**src/logic/nand_rd_defs.svh**
```systemverilog
`ifndef NAND_RD_DEFS_SVH
`define NAND_RD_DEFS_SVH
/*
 * Constants of the host-side NAND read sequencer: command codes, address
 * cycle layout, plane bit positions and timing figures.
 * Assumes a 25 MHz clock and an 8-bit asynchronous NAND bus.
 *
// Summary of operation
// - Page read: setup, five addresses, confirm
// - After status read, reissue setup before data
// - Cache mode starts with full page read
// - Two-plane: two addresses differing in plane
// - Plane select command before reading plane data
// - No enhanced status during two-plane read
// - Column change gives data from new column
// - Column change only within loaded page
// - Wait write-to-read delay after plane select
// - Column-only change uses single-plane command
// - Address cycles: column 0-11, row 12-29
 */

// Command codes
`define CMD_READ_SETUP   8'h00
`define CMD_READ_CONFIRM 8'h30
`define CMD_CACHE_SEQ    8'h31
`define CMD_CACHE_LAST   8'h3F
`define CMD_COL_CHANGE   8'h05
`define CMD_PLANE_SELECT 8'h06
`define CMD_OUT_CONFIRM  8'hE0
`define CMD_STATUS       8'h70

// Address layout
`define ADDR_CYC_FULL    3'h5
`define ADDR_CYC_COL     3'h2
`define ADDR_B0          7:0
`define ADDR_B1          11:8
`define ADDR_B2          19:12
`define ADDR_B3          27:20
`define ADDR_B4          29:28
`define ADDR_COL         11:0
`define PLANE_BIT        18
`define PLANE_IO_BIT     6
`define PAGE_BYTES_DEF   4096

// Timing
`define CLK_PERIOD_NS    40
`define T_STROBE_NS      50
`define T_WB_NS          100
`define T_WHR_NS         60
`define STROBE_CYC       ((`T_STROBE_NS + `CLK_PERIOD_NS - 1) / `CLK_PERIOD_NS)
`define WB_CYC           ((`T_WB_NS + `CLK_PERIOD_NS - 1) / `CLK_PERIOD_NS)
`define WHR_CYC          ((`T_WHR_NS + `CLK_PERIOD_NS - 1) / `CLK_PERIOD_NS)

`endif

```
**src/logic/nand_rd_pkg.sv**
```systemverilog
/*
 * Types shared by the NAND read sequencer and its bus-cycle engine.
 * Assumes nothing beyond a SystemVerilog compiler.
 */
package nand_rd_pkg;

    typedef enum logic [2:0] {
        OP_PAGE_READ, OP_CACHE_SEQ, OP_CACHE_RAND, OP_CACHE_LAST,
        OP_TWO_PLANE, OP_COL_CHANGE, OP_PLANE_SELECT, OP_STATUS
    } op_e;

    typedef enum logic [1:0] {CYC_CMD, CYC_ADDR, CYC_READ} cyc_kind_e;

    typedef enum logic [3:0] {
        S_IDLE, S_RESUME, S_SETUP, S_ADDR, S_SETUP2, S_ADDR2,
        S_CONFIRM, S_TWB, S_BUSY, S_WRITE_TO_READ_DELAY, S_DATA
    } state_e;

    typedef struct packed {
        state_e state;
        op_e op;
        logic [29:0] addr;
        logic [2:0] idx;
        logic [12:0] len;
        logic [7:0] wait_cnt;
        logic cache_valid;
        logic status_mode;
        logic [7:0] rd_data;
        logic rd_valid;
        logic done;
        logic err;
        logic [7:0] status;
        logic ce;
    } seq_s;

    typedef struct packed {
        logic active;
        logic phase;
        logic [7:0] cnt;
        cyc_kind_e kind;
        logic [7:0] dat;
        logic [7:0] rd;
        logic cle;
        logic ale;
        logic we;
        logic re;
        logic oe;
    } eng_s;

endpackage

```
**src/logic/nand_cyc_if.sv**
```systemverilog
/*
 * Request/answer link between the sequencer and the bus-cycle engine.
 * Assumes both ends run on the same clock.
 */
interface nand_cyc_if;
    logic start;
    nand_rd_pkg::cyc_kind_e kind;
    logic [7:0] wr_byte;
    logic done;
    logic [7:0] rd_byte;

    modport seq (output start, output kind, output wr_byte, input done, input rd_byte);
    modport eng (input start, input kind, input wr_byte, output done, output rd_byte);
endinterface

```
**src/logic/nand_bus_cycle.sv**
```systemverilog
/*
 * One NAND bus cycle at a time: command latch, address latch or data read.
 * Assumes io_in is synchronous to clk_in and chip enable is driven elsewhere.
 */
`include "nand_rd_defs.svh"

module nand_bus_cycle #(
    parameter int PHASE_CYC = `STROBE_CYC
) (
    // Clock and reset
    input wire logic clk_in,
    input wire logic rst_n_in,
    // Cycle requests
    nand_cyc_if.eng cyc,
    // Flash pins
    input wire logic [7:0] io_in,
    output logic cle_out,
    output logic ale_out,
    output logic we_n_out,
    output logic re_n_out,
    output logic [7:0] io_out,
    output logic io_oe_out
);

    nand_rd_pkg::eng_s s_reg, s_next;
    logic tick;

    if (PHASE_CYC < 1 || PHASE_CYC > 255) begin : g_chk
        $error("PHASE_CYC out of range");
    end

    // Phase divider enable
    assign tick = s_reg.active && (s_reg.cnt == 8'(PHASE_CYC - 1));
    assign cyc.done = tick && s_reg.phase;
    assign cyc.rd_byte = s_reg.rd;

    always_comb begin
        s_next = s_reg;
        if (!s_reg.active) begin
            if (cyc.start) begin
                s_next.active = 1'b1;
                s_next.phase = 1'b0;
                s_next.cnt = 8'h00;
                s_next.kind = cyc.kind;
                s_next.dat = cyc.wr_byte;
                s_next.cle = (cyc.kind == nand_rd_pkg::CYC_CMD);
                s_next.ale = (cyc.kind == nand_rd_pkg::CYC_ADDR);
                s_next.we = (cyc.kind != nand_rd_pkg::CYC_READ);
                s_next.re = (cyc.kind == nand_rd_pkg::CYC_READ);
                s_next.oe = (cyc.kind != nand_rd_pkg::CYC_READ);
            end
        end else if (tick) begin
            s_next.cnt = 8'h00;
            if (!s_reg.phase) begin
                s_next.phase = 1'b1;
                s_next.we = 1'b0;
                s_next.re = 1'b0;
                // Sample at the rising read strobe, data has had a full phase to settle
                if (s_reg.kind == nand_rd_pkg::CYC_READ) begin
                    s_next.rd = io_in;
                end
            end else begin
                s_next.active = 1'b0;
                s_next.cle = 1'b0;
                s_next.ale = 1'b0;
                s_next.oe = 1'b0;
            end
        end else begin
            s_next.cnt = s_reg.cnt + 8'h01;
        end
    end

    always_ff @(posedge clk_in) begin
        if (!rst_n_in) begin
            s_reg <= '0;
        end else begin
            s_reg <= s_next;
        end
    end

    assign cle_out = s_reg.cle;
    assign ale_out = s_reg.ale;
    assign we_n_out = !s_reg.we;
    assign re_n_out = !s_reg.re;
    assign io_out = s_reg.dat;
    assign io_oe_out = s_reg.oe;
endmodule

```
**src/logic/nand_read_sequencer.sv**
```systemverilog
/*
 * Host controller issuing NAND read sequences: page, cache, two-plane,
 * column change, plane select and status read.
 * Assumes one flash target, io_in synchronous to clk_in, and a user that
 * presents one request at a time and takes read bytes without stalling.
 */
`include "nand_rd_defs.svh"

module nand_read_sequencer #(
    parameter int PAGE_BYTES = `PAGE_BYTES_DEF,
    parameter int PHASE_CYC = `STROBE_CYC
) (
    // Clock and reset
    input wire logic clk_in,
    input wire logic rst_n_in,
    // Requests
    input wire logic req_valid_in,
    output logic req_ready_out,
    input wire logic [2:0] req_op_in,
    input wire logic [29:0] req_addr_in,
    input wire logic [12:0] req_len_in,
    // Results
    output logic [7:0] rd_data_out,
    output logic rd_valid_out,
    output logic done_out,
    output logic err_out,
    output logic [7:0] status_out,
    // Flash pins
    output logic ce_n_out,
    output logic cle_out,
    output logic ale_out,
    output logic we_n_out,
    output logic re_n_out,
    output logic [7:0] io_out,
    output logic io_oe_out,
    input wire logic [7:0] io_in,
    input wire logic ready_busy_n_in
);

    nand_rd_pkg::seq_s s_reg, s_next;
    nand_rd_pkg::op_e req_op;
    logic accept;
    logic refuse;
    logic [13:0] col_end;
    logic [2:0] last_idx;
    logic [29:0] addr_sel;
    logic [29:0] plane_mask;

    nand_cyc_if cyc();

    if (PAGE_BYTES < 1 || PAGE_BYTES > 4096) begin : g_chk
        $error("PAGE_BYTES out of range");
    end

    nand_bus_cycle #(.PHASE_CYC(PHASE_CYC)) u_cycle (
        .clk_in(clk_in),
        .rst_n_in(rst_n_in),
        .cyc(cyc),
        .io_in(io_in),
        .cle_out(cle_out),
        .ale_out(ale_out),
        .we_n_out(we_n_out),
        .re_n_out(re_n_out),
        .io_out(io_out),
        .io_oe_out(io_oe_out)
    );

    function automatic logic [7:0] addr_byte(input logic [29:0] a, input logic [2:0] i);
        case (i)
            3'h0: addr_byte = a[`ADDR_B0];
            3'h1: addr_byte = {4'h0, a[`ADDR_B1]};
            3'h2: addr_byte = a[`ADDR_B2];
            3'h3: addr_byte = a[`ADDR_B3];
            default: addr_byte = {6'h00, a[`ADDR_B4]};
        endcase
    endfunction

    assign req_op = nand_rd_pkg::op_e'(req_op_in);
    // Requests are only taken while idle and the device is ready
    assign req_ready_out = (s_reg.state == nand_rd_pkg::S_IDLE) && ready_busy_n_in;
    assign accept = req_valid_in && req_ready_out;
    assign col_end = 14'(req_addr_in[`ADDR_COL]) + 14'(req_len_in);
    assign refuse = (((req_op == nand_rd_pkg::OP_CACHE_SEQ)
                      || (req_op == nand_rd_pkg::OP_CACHE_LAST)) && !s_reg.cache_valid)
                    || ((req_op == nand_rd_pkg::OP_COL_CHANGE)
                        && (!s_reg.cache_valid || (col_end > 14'(PAGE_BYTES))));
    assign last_idx = (s_reg.op == nand_rd_pkg::OP_COL_CHANGE) ?
                      (`ADDR_CYC_COL - 3'h1) : (`ADDR_CYC_FULL - 3'h1);
    assign plane_mask = 30'h00000001 << `PLANE_BIT;
    // Both plane addresses equal except the plane bit
    always_comb begin
        addr_sel = s_reg.addr;
        if (s_reg.op == nand_rd_pkg::OP_TWO_PLANE) begin
            addr_sel = (s_reg.state == nand_rd_pkg::S_ADDR2) ?
                       (s_reg.addr | plane_mask) : (s_reg.addr & ~plane_mask);
        end
    end

    // Bus cycle requests, held until the engine answers
    always_comb begin
        cyc.start = 1'b0;
        cyc.kind = nand_rd_pkg::CYC_CMD;
        cyc.wr_byte = `CMD_READ_SETUP;
        case (s_reg.state)
            nand_rd_pkg::S_RESUME: begin
                cyc.start = 1'b1;
            end
            nand_rd_pkg::S_SETUP: begin
                cyc.start = 1'b1;
                case (s_reg.op)
                    nand_rd_pkg::OP_CACHE_SEQ: cyc.wr_byte = `CMD_CACHE_SEQ;
                    nand_rd_pkg::OP_CACHE_LAST: cyc.wr_byte = `CMD_CACHE_LAST;
                    nand_rd_pkg::OP_COL_CHANGE: cyc.wr_byte = `CMD_COL_CHANGE;
                    nand_rd_pkg::OP_PLANE_SELECT: cyc.wr_byte = `CMD_PLANE_SELECT;
                    nand_rd_pkg::OP_STATUS: cyc.wr_byte = `CMD_STATUS;
                    default: cyc.wr_byte = `CMD_READ_SETUP;
                endcase
            end
            nand_rd_pkg::S_ADDR, nand_rd_pkg::S_ADDR2: begin
                cyc.start = 1'b1;
                cyc.kind = nand_rd_pkg::CYC_ADDR;
                cyc.wr_byte = addr_byte(addr_sel, s_reg.idx);
            end
            nand_rd_pkg::S_SETUP2: begin
                cyc.start = 1'b1;
            end
            nand_rd_pkg::S_CONFIRM: begin
                cyc.start = 1'b1;
                case (s_reg.op)
                    nand_rd_pkg::OP_CACHE_RAND: cyc.wr_byte = `CMD_CACHE_SEQ;
                    nand_rd_pkg::OP_COL_CHANGE,
                    nand_rd_pkg::OP_PLANE_SELECT: cyc.wr_byte = `CMD_OUT_CONFIRM;
                    default: cyc.wr_byte = `CMD_READ_CONFIRM;
                endcase
            end
            nand_rd_pkg::S_DATA: begin
                cyc.start = (s_reg.len != 13'h0000);
                cyc.kind = nand_rd_pkg::CYC_READ;
            end
            default: ;
        endcase
    end

    // Enhanced per-plane status is never issued, so two-plane reads stay safe
    always_comb begin
        s_next = s_reg;
        s_next.rd_valid = 1'b0;
        s_next.done = 1'b0;
        s_next.err = 1'b0;
        case (s_reg.state)
            nand_rd_pkg::S_IDLE: begin
                if (accept) begin
                    s_next.op = req_op;
                    s_next.addr = req_addr_in;
                    s_next.idx = 3'h0;
                    s_next.len = req_len_in;
                    if (req_op == nand_rd_pkg::OP_TWO_PLANE) begin
                        s_next.len = 13'h0000;
                    end else if (req_op == nand_rd_pkg::OP_STATUS) begin
                        s_next.len = 13'h0001;
                    end
                    if (refuse) begin
                        s_next.done = 1'b1;
                        s_next.err = 1'b1;
                    end else begin
                        s_next.ce = 1'b1;
                        s_next.state = ((req_op == nand_rd_pkg::OP_COL_CHANGE) && s_reg.status_mode)
                                       ? nand_rd_pkg::S_RESUME : nand_rd_pkg::S_SETUP;
                    end
                end
            end
            nand_rd_pkg::S_RESUME: begin
                if (cyc.done) begin
                    s_next.status_mode = 1'b0;
                    s_next.state = nand_rd_pkg::S_SETUP;
                end
            end
            nand_rd_pkg::S_SETUP: begin
                if (cyc.done) begin
                    s_next.status_mode = (s_reg.op == nand_rd_pkg::OP_STATUS);
                    case (s_reg.op)
                        nand_rd_pkg::OP_CACHE_SEQ, nand_rd_pkg::OP_CACHE_LAST: begin
                            s_next.wait_cnt = 8'(`WB_CYC);
                            s_next.state = nand_rd_pkg::S_TWB;
                        end
                        nand_rd_pkg::OP_STATUS: begin
                            s_next.wait_cnt = 8'(`WHR_CYC);
                            s_next.state = nand_rd_pkg::S_WRITE_TO_READ_DELAY;
                        end
                        default: s_next.state = nand_rd_pkg::S_ADDR;
                    endcase
                end
            end
            nand_rd_pkg::S_ADDR, nand_rd_pkg::S_ADDR2: begin
                if (cyc.done) begin
                    s_next.idx = s_reg.idx + 3'h1;
                    if (s_reg.idx == last_idx) begin
                        s_next.idx = 3'h0;
                        s_next.state = ((s_reg.state == nand_rd_pkg::S_ADDR)
                                        && (s_reg.op == nand_rd_pkg::OP_TWO_PLANE))
                                       ? nand_rd_pkg::S_SETUP2 : nand_rd_pkg::S_CONFIRM;
                    end
                end
            end
            nand_rd_pkg::S_SETUP2: begin
                if (cyc.done) begin
                    s_next.state = nand_rd_pkg::S_ADDR2;
                end
            end
            nand_rd_pkg::S_CONFIRM: begin
                if (cyc.done) begin
                    if ((s_reg.op == nand_rd_pkg::OP_COL_CHANGE)
                        || (s_reg.op == nand_rd_pkg::OP_PLANE_SELECT)) begin
                        s_next.wait_cnt = 8'(`WHR_CYC);
                        s_next.state = nand_rd_pkg::S_WRITE_TO_READ_DELAY;
                    end else begin
                        s_next.wait_cnt = 8'(`WB_CYC);
                        s_next.state = nand_rd_pkg::S_TWB;
                    end
                end
            end
            nand_rd_pkg::S_TWB, nand_rd_pkg::S_WRITE_TO_READ_DELAY: begin
                s_next.wait_cnt = s_reg.wait_cnt - 8'h01;
                if (s_reg.wait_cnt <= 8'h01) begin
                    s_next.state = (s_reg.state == nand_rd_pkg::S_TWB)
                                   ? nand_rd_pkg::S_BUSY : nand_rd_pkg::S_DATA;
                end
            end
            nand_rd_pkg::S_BUSY: begin
                // Data register is only valid once the device reports ready
                if (ready_busy_n_in) begin
                    s_next.cache_valid = 1'b1;
                    s_next.state = nand_rd_pkg::S_DATA;
                end
            end
            nand_rd_pkg::S_DATA: begin
                if (s_reg.len == 13'h0000) begin
                    s_next.done = 1'b1;
                    s_next.ce = 1'b0;
                    s_next.state = nand_rd_pkg::S_IDLE;
                end else if (cyc.done) begin
                    s_next.len = s_reg.len - 13'h0001;
                    s_next.rd_data = cyc.rd_byte;
                    s_next.rd_valid = 1'b1;
                    if (s_reg.op == nand_rd_pkg::OP_STATUS) begin
                        s_next.status = cyc.rd_byte;
                    end
                end
            end
            default: s_next.state = nand_rd_pkg::S_IDLE;
        endcase
    end

    always_ff @(posedge clk_in) begin
        if (!rst_n_in) begin
            s_reg <= '0;
        end else begin
            s_reg <= s_next;
        end
    end

    assign ce_n_out = !s_reg.ce;
    assign rd_data_out = s_reg.rd_data;
    assign rd_valid_out = s_reg.rd_valid;
    assign done_out = s_reg.done;
    assign err_out = s_reg.err;
    assign status_out = s_reg.status;
endmodule

```
**config.mk**
```make
export PLATFORM = sky130hd
export DESIGN_NAME = nand_read_sequencer
export DESIGN_NICKNAME = d
export VERILOG_FILES = /design/src/logic/nand_rd_pkg.sv /design/src/logic/nand_cyc_if.sv /design/src/logic/nand_bus_cycle.sv /design/src/logic/nand_read_sequencer.sv
export VERILOG_INCLUDE_DIRS = /design/src /design/src/logic
export SDC_FILE = /design/constraint.sdc
export NUM_CORES = 1
export LEC_CHECK = 0
export BUFFER_PORTS_ARGS = -buffer_cell sky130_fd_sc_hd__buf_2
export CAP_MARGIN = 0
export CORE_MARGIN = 1
export CORE_UTILIZATION = 58
export CTS_CLUSTER_DIAMETER = 200
export DETAILED_ROUTE_END_ITERATION = 10
export PLACE_DENSITY = 0.8
export SLEW_MARGIN = 20
export SYNTH_ARGS = -nofsm -noshare
export SYNTH_HDL_FRONTEND = slang
export SYNTH_HIERARCHICAL = 1
export SYNTH_SLANG_ARGS = --single-unit
```
**constraint.sdc**
```tcl
create_clock -name clk_in -period 3.07 [get_ports clk_in]
set_input_delay 0.4605 -clock clk_in [delete_from_list [all_inputs] [get_ports clk_in]]
set_output_delay 0.4605 -clock clk_in [all_outputs]
set_load 0.02 [all_outputs]
```
=== Yosys cells after proc, flatten, opt, wreduce, memory -nomap -nowiden ===
Cells that the tools add are included.

* $add $sub $neg: 5
* $lt $le $gt $ge: 2
* Eq/ne operators: 48
* Mux-type cells: 62
* Bitwise logic cells: 5
* Reduce and logical (&&, ||, !) cells: 48

{| class="wikitable"
|+ Operators with widths
! cell !! count
|-
| $mux W53 || 1
|-
| $mux W13 || 4
|-
| $pmux W8 S3 || 2
|-
| $mux W4 || 11
|-
| $mux W19 || 2
|-
| $pmux W4 S9 || 1
|-
| $pmux W7 S5 || 1
|-
| $ne A2 B2 Y1 const B || 17
|-
| $pmux W8 S2 || 2
|-
| $pmux W8 S4 || 1
|-
| $pmux W13 S2 || 1
|-
| $mux W8 || 3
|-
| $eq A3 B3 Y1 const B || 7
|-
| $mux W20 || 1
|-
| $reduce_and A4 Y1 || 5
|-
| $reduce_and A3 Y1 || 6
|-
| $eq A4 B3 Y1 const B || 4
|-
| $mux W2 || 8
|-
| $eq A3 B2 Y1 const B || 5
|-
| $mux W5 || 3
|-
| $add A12 B13 Y14 || 1
|-
| $gt A14 B13 Y1 const B || 1
|-
| $logic_not A13 Y1 || 1
|-
| $reduce_bool A13 Y1 || 1
|-
| other kinds (35) || 81
|}

* Register bits after elaboration: 116
* Bits of input ports: 58
* Logic and storage cells: 195

=== Longest topological paths before layout ===
Gate-level depths: netlist of the first run.

* Word-level depth: 8
* Mapped depth: 13

=== By module ===
The synthesis of the first run kept the hierarchy.

{| class="wikitable"
|+ Modules (own cells, without submodules)
! module !! instances !! cells each !! area each (µm²)
|-
| nand_read_sequencer || 1 || 674 || 5029.8
|-
| nand_bus_cycle || 1 || 186 || 1601.5
|}

=== Worst setup path before layout of the first run ===
Ideal clock, no wire load.

* Path type: input port to flip-flop
* Start: input req_addr_in[6]
* End: register s_reg, in the netlist done_out
* Arrival: 2401 ps
* Setup slack: 551 ps
* Stages on the path: 9
* Cell sequence: ha_1 -> a2111oi_0 -> o21ai_0 -> and2_1 -> a311oi_1 -> nor2_1 -> nor3_1 -> o31ai_1 -> o221a_2

* Longest elaborated chain between the ends: 8

{| class="wikitable"
|+ RTL lines
! item !! line !! text
|-
| start: declaration || nand_read_sequencer.sv:20 || <nowiki>input wire logic [29:0] req_addr_in,</nowiki>
|-
| $add A12 B13 Y14 || nand_read_sequencer.sv:82 || <nowiki>assign col_end = 14'(req_addr_in[`ADDR_COL]) + 14'(req_len_in);</nowiki>
|-
| $gt A14 B13 Y1 || nand_read_sequencer.sv:86 || <nowiki>&& (!s_reg.cache_valid || (col_end > 14'(PAGE_BYTES))));</nowiki>
|-
| $logic_or A1 B1 Y1 || nand_read_sequencer.sv:86 ||
|-
| $logic_and A1 B1 Y1 || nand_read_sequencer.sv:86 ||
|-
| $logic_or A1 B1 Y1 || nand_read_sequencer.sv:85 || <nowiki>|| ((req_op == nand_rd_pkg::OP_COL_CHANGE)</nowiki>
|-
| $mux W2 || nand_read_sequencer.sv:162 || <nowiki>if (refuse) begin</nowiki>
|-
| $mux W2 || nand_read_sequencer.sv:152 || <nowiki>if (accept) begin</nowiki>
|-
| $pmux W1 S2 || nand_read_sequencer.sv:150 || <nowiki>case (s_reg.state)</nowiki>
|-
| end signal: assignment || nand_read_sequencer.sv:258 || <nowiki>s_reg <= s_next;</nowiki>
|-
| end: declaration || nand_read_sequencer.sv:40 || <nowiki>nand_rd_pkg::seq_s s_reg, s_next;</nowiki>
|}

Every way passes these cells.
A chain may end at the register's enable or synchronous reset.

=== Final worst setup path of the first run ===
* Start: register s_reg[80] (netlist name)
* End: register u_cycle.s_reg, in the netlist u_cycle/cle_out

{| class="wikitable"
|+ RTL lines
! item !! line !! text
|-
| $eq A4 B3 Y1, or another cell as far along || nand_read_sequencer.sv:104 || <nowiki>case (s_reg.state)</nowiki>
|-
| $reduce_or A6 Y1 (no line) || n/a ||
|-
| $pmux W1 S2 (*) || nand_read_sequencer.sv:104 ||
|-
| net cyc.start || nand_cyc_if.sv:6 || <nowiki>logic start;</nowiki>
|-
| $reduce_bool A2 Y1 (no line) (*) || n/a ||
|-
| $reduce_and A3 Y1 (no line) (*) || n/a ||
|-
| end signal: assignment || nand_bus_cycle.sv:77 || <nowiki>s_reg <= s_next;</nowiki>
|-
| end: declaration || nand_bus_cycle.sv:25 || <nowiki>nand_rd_pkg::eng_s s_reg, s_next;</nowiki>
|}

The timed path passes the listed nets; every way through them passes the cells marked *. The select of a mux whose other input is x is not followed.

==> results of run 1 <==
## path summary, 6_finish.rpt
path	from	to	slack (ns)
max	s_reg[80]	u_cycle/cle_out	0.33
min	req_addr_in[21]	s_reg[67]	0.28
max reg2reg	s_reg[80]	u_cycle/cle_out	0.33
min reg2reg	rd_data_out[5]	rd_data_out[5]	0.46
## report_power, final
part / switching [mW] / internal (mW) / total (mW)
Clock: 0.791 / 1.30 / 2.09
Sequential: 0.0305 / 1.54 / 1.57
Combinational: 0.270 / 0.175 / 0.445
## routing by layer
metal / vias up / wire (µm) / GRT usage [%]
met2: 238 / 7940 / 49.3
met3: 44 / 1060 / 6.63
li1: 3093 / - / -
met1: 2960 / 7500 / 39.0
met5: - / 0 / 0
met4: 0 / 542 / 13.8
## tightest hold or removal path: stages
cell,delay [ns]
buf_2,0.10
nand2_1,0.04
a21oi_1,0.05
## cell type report
class	count	area, µm²
clock buffer	17	425
inverter	31	116
sequential	116	2320
fill	909	3390
tap	140	175
multi-input combinational	632	3740
clock inverter	15	196
timing repair buffer	111	618
## metrics by stage
| step | hold WS (ns) | cells | setup slack, ns | utilization (%) |
|---|---|---|---|---|
| 6_report | 0.278 | 1062 | 0.333 | 69.1 |
| 5_1_grt | 0.278 | 1062 | 0.0629 | 69.1 |
| 4_1_cts | 0.270 | 1062 | 0.393 | 69.1 |
| 3_5_place_dp | 0.449 | 1030 | 0.183 | 63.5 |
| 3_3_place_gp | 0.442 | 1030 | 0.249 | 63.5 |
| 2_1_floorplan | 0.432 | 860 | 0.551 | - |
## cells in the mapped netlist (5+ instances only)
master and n:
a31oi_1 5, nand3_1 33, nand4b_1 8, nor2_1 69, mux2i_1 13, buf_4 33, o21ai_2 8, and3_1 10
nand2_1 163, a221oi_1 10, nor2b_1 12, o21ai_0 45, nor3_1 14, nand3b_1 5, nand2b_1 6, xnor2_1 6
a21o_1 5, clkbuf_1 34, a21boi_0 14, buf_2 8, a21oi_1 79, xor2_1 11, inv_1 30, a22oi_1 7
a22o_1 7, o22ai_1 7, dfxtp_1 116, ha_1 22
## kinds of logic after synthesis
| logic type | Yosys count |
|---|---|
| compound gates | 223 |
| simple gates | 355 |
| buf+inv | 112 |
| xor+xnor | 17 |
| flops | 116 |
| fa+ha+maj | 23 |
| mux | 14 |
==> impl_metrics.sql, run 1 <==
INSERT INTO impl_metrics (metric_group, metric, value, unit) VALUES
('sta', 'post-route-min-period', '2.74', 'ns'),
('detailed_routing', 'postRouteAntennaNets', '0', ''),
('detailed_routing', 'detail_route.iter0.violations', '539', ''),
('detailed_routing', 'detail_route.wl_per_cell', '16.0', 'µm'),
('yosys', 'yosysTopAreaCellShare', '35.0', '%'),
('clock_tree', 'sinks_on_the_clock_net', '116', ''),
('yosys', 'sequential_element_share_of_the_synthesized_area', '35.0', '%'),
('pwr', 'vdd.ir_drop.worst', '0.635', 'mV'),
('yosys', 'area_fraction_in_compound_gates_after_synthesis', '21.8', '%'),
('final_layout', 'final_cell_area', '7590', 'µm²'),
('yosys', 'synth_warn', '6', ''),
('final_layout', 'layout_commonest_cell', 'nand2_1', ''),
('outcome', 'status', 'finished, final reports clean', ''),
('sta', 'hold_viol_final', '0', ''),
('worst_setup_path', 'critical_path.startpoint_type', 'flop', ''),
('detailed_routing', 'post_dr_vias_cell', '5.97', ''),
('sta', 'finalSetupViolations', '0', ''),
('die', 'die_h', '109', 'µm'),
('final_layout', 'syn_to_final_growth', '14.5', '%'),
('die', 'die-width', '109', 'µm'),
('yosys', 'netlist_area_pre_place', '6630', 'µm²'),
('yosys', 'netlist-cell-type-count', '70', ''),
('detailed_routing', 'route.vias.total', '6335', ''),
('yosys', 'yosys.area_share.adder', '4.45', '%'),
('clock_tree', 'clock_tree_from_tritoncts', 'yes', ''),
('sta', 'final.period_utilization', '89.2', '%'),
('clock_tree', 'htree_levels', '4', ''),
('worst_setup_path', 'timing.critical_path.fanout_max', '18', ''),
('pwr', 'total_power', '4.11', 'mW'),
('min_path', 'hold-path-cell-count', '3', ''),
('place', 'dp_hpwl', '11900', 'µm'),
('die', 'std_cell_rows', '38', ''),
('clock_tree', 'worst_skew_pair.late_latency', '0.42', 'ns'),
('detailed_routing', 'firstDrtPassIters', '5', ''),
('yosys', 'synth_top_family_by_area', 'simple AND/OR/NAND/NOR gates', ''),
('final_layout', 'drive_gt1_share', '18.4', '%'),
('clock_tree', 'tritoncts.num_buffers', '17', ''),
('global_routing', 'vias_in_the_first_global_route', '5830', ''),
('sta', 'relSlewSlack', '47.1', '%'),
('yosys', 'post_synth_xor_area_fraction', '2.25', '%'),
('place', 'globalplace.congestion', '0.926', ''),
('final_layout', 'n_antenna_cell', '0', ''),
('worst_setup_path', 'critical-path-max-stage-delay', '0.64', 'ns'),
('worst_setup_path', 'r2r_cells', '7', ''),
('die', 'floorplan.initialDensity', '60.4', '%'),
('pwr', 'static_leakage', '3.14', 'nW'),
('yosys', 'synth-async-reset-ratio', '0', '%'),
('global_routing', 'track_usage', '30.6', '%'),
('sta', 'rsz_0062_raised_after_global_routing', 'false', ''),
('yosys', 'synth_top_cells_by_area', 'dfxtp_1 35%, nand2_1 9.2%, a21oi_1 6.0%', ''),
('global_routing', 'grt_overflow_total', '0', ''),
('place', 'post_dp_cell_area', '6970', 'µm²'),
('clock_tree', 'postCtsHoldBufs', '0', ''),
('clock_tree', 'clk_path_buf_depth', '2', ''),
('clock_tree', 'post_cts_resize_count', '0', ''),
('clock_tree', 'post-cts-setup-buffer-count', '0', ''),
('yosys', 'synth_ff_type', 'dfxtp_1', ''),
('worst_setup_path', 'worst-path-buf-inv', '0', ''),
('sta', 'clock.fmax', '365', 'MHz'),
('detailed_routing', 'routed_wirelength', '17000', 'µm'),
('worst_setup_path', 'cp.required', '3.42', 'ns'),
('pwr', 'power.density', '541', 'nW/µm²'),
('yosys', 'synth.largest_area_cell', 'dfxtp_1', ''),
('die', 'boundaryPins', '92', ''),
('die', 'die_area', '11900', 'µm²'),
('worst_setup_path', 'worstSetupPathDepth', '7', ''),
('flow_run', 'drv_cap', '0', ''),
('yosys', 'synth_register_bits', '116', ''),
('yosys', 'netlist_instances', '860', ''),
('clock_tree', 'cts.reportedPaths.clkPinSlew', '0.06', 'ns'),
('yosys', 'synthesis.area_per_instance', '7.71', 'µm²');
(Power assumes the default switching activity.)
==> run 2: changes to the inputs <==
--- a/config.mk
+++ b/config.mk
@@ -6,13 +6,14 @@
 export SDC_FILE = /design/constraint.sdc
 export NUM_CORES = 1
 export LEC_CHECK = 0
-export BUFFER_PORTS_ARGS = -buffer_cell sky130_fd_sc_hd__buf_2
 export CAP_MARGIN = 0
 export CORE_MARGIN = 1
-export CORE_UTILIZATION = 58
+export CORE_UTILIZATION = 60
 export CTS_CLUSTER_DIAMETER = 200
 export DETAILED_ROUTE_END_ITERATION = 10
-export PLACE_DENSITY = 0.8
+export DONT_BUFFER_PORTS = 1
+export PLACE_DENSITY = 0.76
+export SKIP_CTS_REPAIR_TIMING = 1
 export SLEW_MARGIN = 20
 export SYNTH_ARGS = -nofsm -noshare
 export SYNTH_HDL_FRONTEND = slang
==> impl_metrics.sql, run 2 (same netlist as run 1, synthesis figures left out) <==
INSERT INTO impl_metrics (metric_group, metric, value, unit) VALUES
('min_path', 'min-delay-start', 'rst_n_in', ''),
('die', 'die_area', '11500', 'µm²'),
('worst_setup_path', 'setup.worst_path.end_class', 'flop', ''),
('detailed_routing', 'routed_wirelength', '16500', 'µm'),
('final_layout', 'n_antenna_cell', '0', ''),
('final_layout', 'nets', '898', ''),
('worst_setup_path', 'worst-setup-path-type', 'reg -> reg', ''),
('worst_setup_path', 'timing.critical_path.slowest_stage_cell', 'dfxtp_1', ''),
('sta', 'clock.fmax', '371', 'MHz'),
('pwr', 'power.switching_fraction', '26.7', '%'),
('sta', 'tightestPinTransition', '0.673', 'ns'),
('pwr', 'static_leakage', '2.71', 'nW'),
('final_layout', 'largest_register_ff_count', '64', ''),
('sta', 'final_report_max_slew_violation_count', '0', ''),
('worst_setup_path', 'worst-path-buf-inv', '2', ''),
('place', 'placement.io_buffers', '0', ''),
('outcome', 'status', 'finished, final reports clean', ''),
('global_routing', 'grt_first_pass_wirelength', '26900', 'µm'),
('worst_setup_path', 'setup.worst_path.end', 'status_out[3]', ''),
('worst_setup_path', 'timing.critical_path.fanout_max', '18', ''),
('global_routing', 'track_usage', '30.0', '%'),
('detailed_routing', 'detail_route.iter0.violations', '428', ''),
('sta', 'finalSetupViolations', '0', ''),
('clock_tree', 'clock_tree_from_tritoncts', 'yes', ''),
('min_path', 'worstHoldPathType', 'in -> reg', ''),
('pwr', 'vdd.ir_drop.worst', '0.329', 'mV'),
('global_routing', 'vias_in_the_first_global_route', '5596', ''),
('place', 'dp_hpwl', '12100', 'µm'),
('clock_tree', 'htree_levels', '4', ''),
('worst_setup_path', 'critical_path.cell_chain', 'nand3_1 -> inv_1 -> buf_4 -> nor2_1 -> a2111o_1 -> nor2_4 -> nand2_4 -> mux2i_1 -> nor2_1', ''),
('detailed_routing', 'post_dr_vias_cell', '6.12', ''),
('worst_setup_path', 'rrSetupSlack', '0.37', 'ns'),
('pwr', 'comb_power_share', '9.6', '%'),
('final_layout', 'utilization', '65.6', '%'),
('final_layout', 'most-common-layout-cells', '163 x nand2_1, 116 x dfxtp_1, 79 x a21oi_1', ''),
('clock_tree', 'worst_skew_pair.late_latency', '0.53', 'ns'),
('detailed_routing', 'firstDrtPassIters', '5', ''),
('detailed_routing', 'postRouteAntennaNets', '0', ''),
('global_routing', 'grt_start_max_net_pins', '59', ''),
('pwr', 'cellInternalPower', '2.86', 'mW'),
('place', 'globalplace.congestion', '0.926', ''),
('worst_setup_path', 'worstSetupPathDepth', '9', ''),
('detailed_routing', 'route.vias.total', '5937', ''),
('worst_setup_path', 'cp_top_family', 'simple AND/OR/NAND/NOR gates', ''),
('sta', 'final.period_utilization', '87.9', '%'),
('die', 'boundaryPins', '92', ''),
('clock_tree', 'clk_path_buf_depth', '2', ''),
('sta', 'finalClockSkew', '0.00876', 'ns'),
('worst_setup_path', 'critical-path-max-stage-delay', '0.75', 'ns'),
('clock_tree', 'cts_root_buffer', 'clkbuf_8', ''),
('final_layout', 'syn_to_final_growth', '6.77', '%'),
('global_routing', 'grt_overflow_total', '0', ''),
('die', 'die_h', '107', 'µm'),
('final_layout', 'layout_commonest_cell', 'nand2_1', ''),
('worst_setup_path', 'cp.required', '3.46', 'ns'),
('worst_setup_path', 'crit_path_start', 's_reg[82]', ''),
('clock_tree', 'tritoncts.num_buffers', '17', ''),
('sta', 'relSlewSlack', '55.1', '%'),
('clock_tree', 'sinks_on_the_clock_net', '116', ''),
('worst_setup_path', 'critical_path.reg2reg.startpoint', 's_reg[82]', ''),
('die', 'floorplan.initialDensity', '61.4', '%'),
('pwr', 'clock_power_share', '50.1', '%'),
('worst_setup_path', 'worst-endpoint-arrival', '3.09', 'ns'),
('worst_setup_path', 'worst_path_most_repeated_cell', 'nor2_1', ''),
('worst_setup_path', 'reg2reg_to', 'status_out[3]', ''),
('global_routing', 'antenna_found_initial', '0', ''),
('pwr', 'fraction_of_power_consumed_by_sequential_logic', '40.3', '%'),
('sta', 'rsz_0062_raised_after_global_routing', 'false', ''),
('die', 'core_area', '10800', 'µm²'),
('worst_setup_path', 'r2r_cells', '9', ''),
('detailed_routing', 'drc_errors', '0', ''),
('sta', 'hold_viol_final', '0', ''),
('flow_run', 'drv_cap', '0', ''),
('sta', 'post-route-min-period', '2.70', 'ns'),
('pwr', 'netSwitchingPower', '1.04', 'mW'),
('die', 'die-width', '107', 'µm'),
('pwr', 'power.density', '552', 'nW/µm²'),
('final_layout', 'drive_gt1_share', '9.40', '%'),
('sta', 'fin_tns_setup', '0', 'ns'),
('die', 'std_cell_rows', '38', ''),
('detailed_routing', 'detail_route.wl_per_cell', '17.0', 'µm'),
('clock_tree', 'cts.reportedPaths.clkPinSlew', '0.06', 'ns'),
('worst_setup_path', 'critical_path.startpoint_type', 'flop', '');
run 2: stage by stage:
step                      instance area, µm²  power (mW)  setup slack (ns)  hold slack [ns]  instances
after floorplan                         6630        1.90             0.551            0.432        860
after global placement                  6500        1.96             0.366            0.445        938
after detailed placement                6500        1.98             0.331            0.451        938
after CTS                               7080        3.92             0.425           0.0444        970
after global routing                    7080        4.05             0.177           0.0606        970
final                                   7080        3.91             0.371           0.0643        970
run 2: worst min-delay path by stage:
stage                                   endpoint  depth (start not counted)
after floorplan                        s_reg[52]                          2
after global placement                 s_reg[73]                          2
after detailed placement               s_reg[71]                          2
after CTS                              s_reg[23]                          2
after global routing      u_cycle/cyc.rd_byte[7]                          2
final                     u_cycle/cyc.rd_byte[0]                          2
run 2: final cells by class:
| type | count | area (µm²) |
|---|---|---|
| clock inverter | 15 | 170 |
| fill | 888 | 3710 |
| clock buffer | 17 | 414 |
| timing repair buffer | 19 | 143 |
| inverter | 31 | 116 |
| tap | 140 | 175 |
| sequential | 116 | 2320 |
| multi-input combinational | 632 | 3740 |
run 2: metal layers:
metal / vias up / part of all wire (%) / track usage, %
met5: - / 0 / 0
li1: 2902 / - / -
met3: 33 / 7.5 / 7.36
met1: 2778 / 42 / 36.2
met2: 224 / 48 / 49.5
met4: 0 / 3.3 / 15.1
run 2: power groups by stage:
stage | clock network [mW] | registers (mW) | logic (mW)
4_1_cts | 1.98 | 1.58 | 0.370
3_5_place_dp | 0 | 1.61 | 0.368
5_1_grt | 2.05 | 1.58 | 0.420
3_3_place_gp | 0 | 1.61 | 0.356
2_1_floorplan | 0 | 1.59 | 0.309
6_report | 1.96 | 1.58 | 0.374
==> run 3: changes to the inputs <==
==> constraint.sdc (replaced) <==
create_clock -name clk_in -period 2.7 [get_ports clk_in]
set_input_delay 0.405 -clock clk_in [delete_from_list [all_inputs] [get_ports clk_in]]
set_output_delay 0.405 -clock clk_in [all_outputs]
set_load 0.02 [all_outputs]
==> impl_metrics.sql, run 3 (same netlist as run 1, synthesis figures left out) <==
INSERT INTO impl_metrics (metric_group, metric, value, unit) VALUES
('outcome', 'status', 'finished, violations left', ''),
('outcome', 'failed_checks', 'negative hold slack', ''),
('clock_tree', 'clk_path_buf_depth', '2', ''),
('worst_setup_path', 'worst-endpoint-arrival', '2.93', 'ns'),
('detailed_routing', 'detail_route.wl_per_cell', '17.3', 'µm'),
('pwr', 'power.density', '643', 'nW/µm²'),
('sta', 'final.period_utilization', '94.3', '%'),
('sta', 'final_report_max_slew_violation_count', '0', ''),
('place', 'placement.io_buffers', '0', ''),
('sta', 'clock.fmax', '393', 'MHz'),
('min_path', 'hold_end', 's_reg[54]', ''),
('worst_setup_path', 'timing.critical_path.fanout_max', '9', ''),
('min_path', 'hold-path-cell-count', '2', ''),
('detailed_routing', 'drc_errors', '0', ''),
('final_layout', 'n_antenna_cell', '0', ''),
('sta', 'finalSetupViolations', '0', ''),
('global_routing', 'vias_in_the_first_global_route', '5750', ''),
('die', 'die_h', '107', 'µm'),
('worst_setup_path', 'critical_path.reg2reg.startpoint', 's_reg[30]', ''),
('worst_setup_path', 'rrSetupSlack', '0.15', 'ns'),
('clock_tree', 'cts.reportedPaths.clkPinSlew', '0.06', 'ns'),
('worst_setup_path', 'reg2reg_to', 'status_out[6]', ''),
('place', 'globalplace.congestion', '0.939', ''),
('worst_setup_path', 'r2r_cells', '9', ''),
('pwr', 'vdd.ir_drop.worst', '0.518', 'mV'),
('clock_tree', 'sinks_on_the_clock_net', '116', ''),
('detailed_routing', 'post_dr_vias_cell', '6.14', ''),
('worst_setup_path', 'cp_top_family', 'simple AND/OR/NAND/NOR gates', ''),
('global_routing', 'grt_first_pass_wirelength', '27500', 'µm'),
('final_layout', 'syn_to_final_growth', '9.23', '%'),
('worst_setup_path', 'worst-setup-path-type', 'reg -> reg', ''),
('detailed_routing', 'firstDrtPassIters', '5', ''),
('worst_setup_path', 'cp.required', '3.08', 'ns'),
('worst_setup_path', 'critical-path-max-stage-delay', '0.46', 'ns'),
('detailed_routing', 'detail_route.iter0.violations', '539', ''),
('worst_setup_path', 'critical_path.startpoint_type', 'flop', ''),
('sta', 'holdWs', '-0.0000709', 'ns'),
('flow_run', 'drv_cap', '0', ''),
('die', 'die-width', '107', 'µm'),
('final_layout', 'drive_gt1_share', '10.5', '%'),
('die', 'die_area', '11500', 'µm²'),
('detailed_routing', 'postRouteAntennaNets', '0', ''),
('clock_tree', 'clock_tree_from_tritoncts', 'yes', ''),
('final_layout', 'number_of_fill_cells_in_the_layout', '905', ''),
('pwr', 'static_leakage', '2.78', 'nW'),
('sta', 'relSlewSlack', '50.2', '%'),
('die', 'std_cell_rows', '38', ''),
('detailed_routing', 'routed_wirelength', '17000', 'µm'),
('global_routing', 'antenna_found_initial', '0', ''),
('final_layout', 'nets', '910', ''),
('worst_setup_path', 'worst-path-buf-inv', '1', ''),
('final_layout', 'largest_register_ff_count', '64', ''),
('final_layout', 'layout_commonest_cell', 'nand2_1', ''),
('worst_setup_path', 'timing.critical_path.slowest_stage_cell', 'a2111o_1', ''),
('global_routing', 'track_usage', '30.8', '%'),
('die', 'floorplan.initialDensity', '61.4', '%'),
('place', 'pre_cts_ws', '-0.0315', 'ns'),
('sta', 'rsz_0062_raised_after_global_routing', 'false', ''),
('sta', 'hold_viol_final', '1', ''),
('clock_tree', 'cts_root_buffer', 'clkbuf_8', ''),
('die', 'core_area', '10800', 'µm²'),
('sta', 'final_critical_path_setup_slack', '0.154', 'ns'),
('final_layout', 'most-common-layout-cells', '163 x nand2_1, 116 x dfxtp_1, 79 x a21oi_1', ''),
('min_path', 'worstHoldPathType', 'in -> reg', ''),
('clock_tree', 'tritoncts.num_buffers', '17', ''),
('detailed_routing', 'route.vias.total', '6028', ''),
('sta', 'finalClockSkew', '0.0113', 'ns'),
('final_layout', 'utilization', '67.1', '%'),
('global_routing', 'grt_overflow_total', '0', ''),
('clock_tree', 'htree_levels', '4', ''),
('sta', 'post-route-min-period', '2.55', 'ns'),
('worst_setup_path', 'setup.worst_path.end_class', 'flop', ''),
('global_routing', 'grt_start_max_net_pins', '59', ''),
('place', 'dp_hpwl', '12200', 'µm'),
('min_path', 'min-delay-start', 'req_addr_in[8]', ''),
('sta', 'tightestPinTransition', '0.746', 'ns'),
('clock_tree', 'worst_skew_pair.late_latency', '0.53', 'ns'),
('worst_setup_path', 'critical_path.cell_chain', 'inv_1 -> ha_1 -> and4b_1 -> and3_1 -> a2111o_1 -> nor2_4 -> nand2_4 -> mux2i_1 -> nor2_1', ''),
('die', 'boundaryPins', '92', '');
==> run 3: cell type report <==
class	count	area, µm²	area share (%)
clock inverters	14	209	2.88
repair buffers	31	253	3.49
flip-flops and latches	116	2320	32.1
clock buffers	18	428	5.91
inverters	31	116	1.61
multi-input cells	632	3740	51.6
well taps	140	175	2.42
==> run 3: metal layers <==
| layer | part of all wire (%) | track usage [%] | vias to the layer above | wire length [µm] |
|---|---|---|---|---|
| li1 | - | - | 2931 | - |
| met1 | 42 | 37.6 | 2814 | 7160 |
| met2 | 47 | 50.0 | 249 | 8050 |
| met3 | 7.8 | 9.30 | 34 | 1330 |
| met4 | 2.8 | 13.4 | 0 | 476 |
| met5 | 0 | 0 | - | 0 |
==> run 3: metrics by stage <==
step	instances	instance area, µm²	total power [mW]	setup TNS (ns)
detailed placement	947	6580	2.26	-0.0315
global placement	947	6580	2.24	0
finish	982	7240	4.66	0
floorplan	860	6630	2.16	0
global route	982	7240	4.82	0
CTS	979	7210	4.67	0
==> run 3: report_power, final <==
part / internal [mW] / leakage [nW] / switching, mW
sequential: 1.75 / 0.940 / 0.0338
clock: 1.61 / 0.303 / 0.816
combinational: 0.178 / 1.54 / 0.271
==> run 3: how the worst max path moves through the flow <==
stage                       from            end  cells past startpoint
3_5_place_dp      req_addr_in[0]      s_reg[80]                     11
4_1_cts        u_cycle/s_reg[23]  status_out[3]                     10
6_report               s_reg[30]  status_out[6]                      9
3_3_place_gp      req_addr_in[6]       done_out                      9
5_1_grt        u_cycle/s_reg[23]  status_out[0]                     10
2_1_floorplan     req_addr_in[6]       done_out                      9
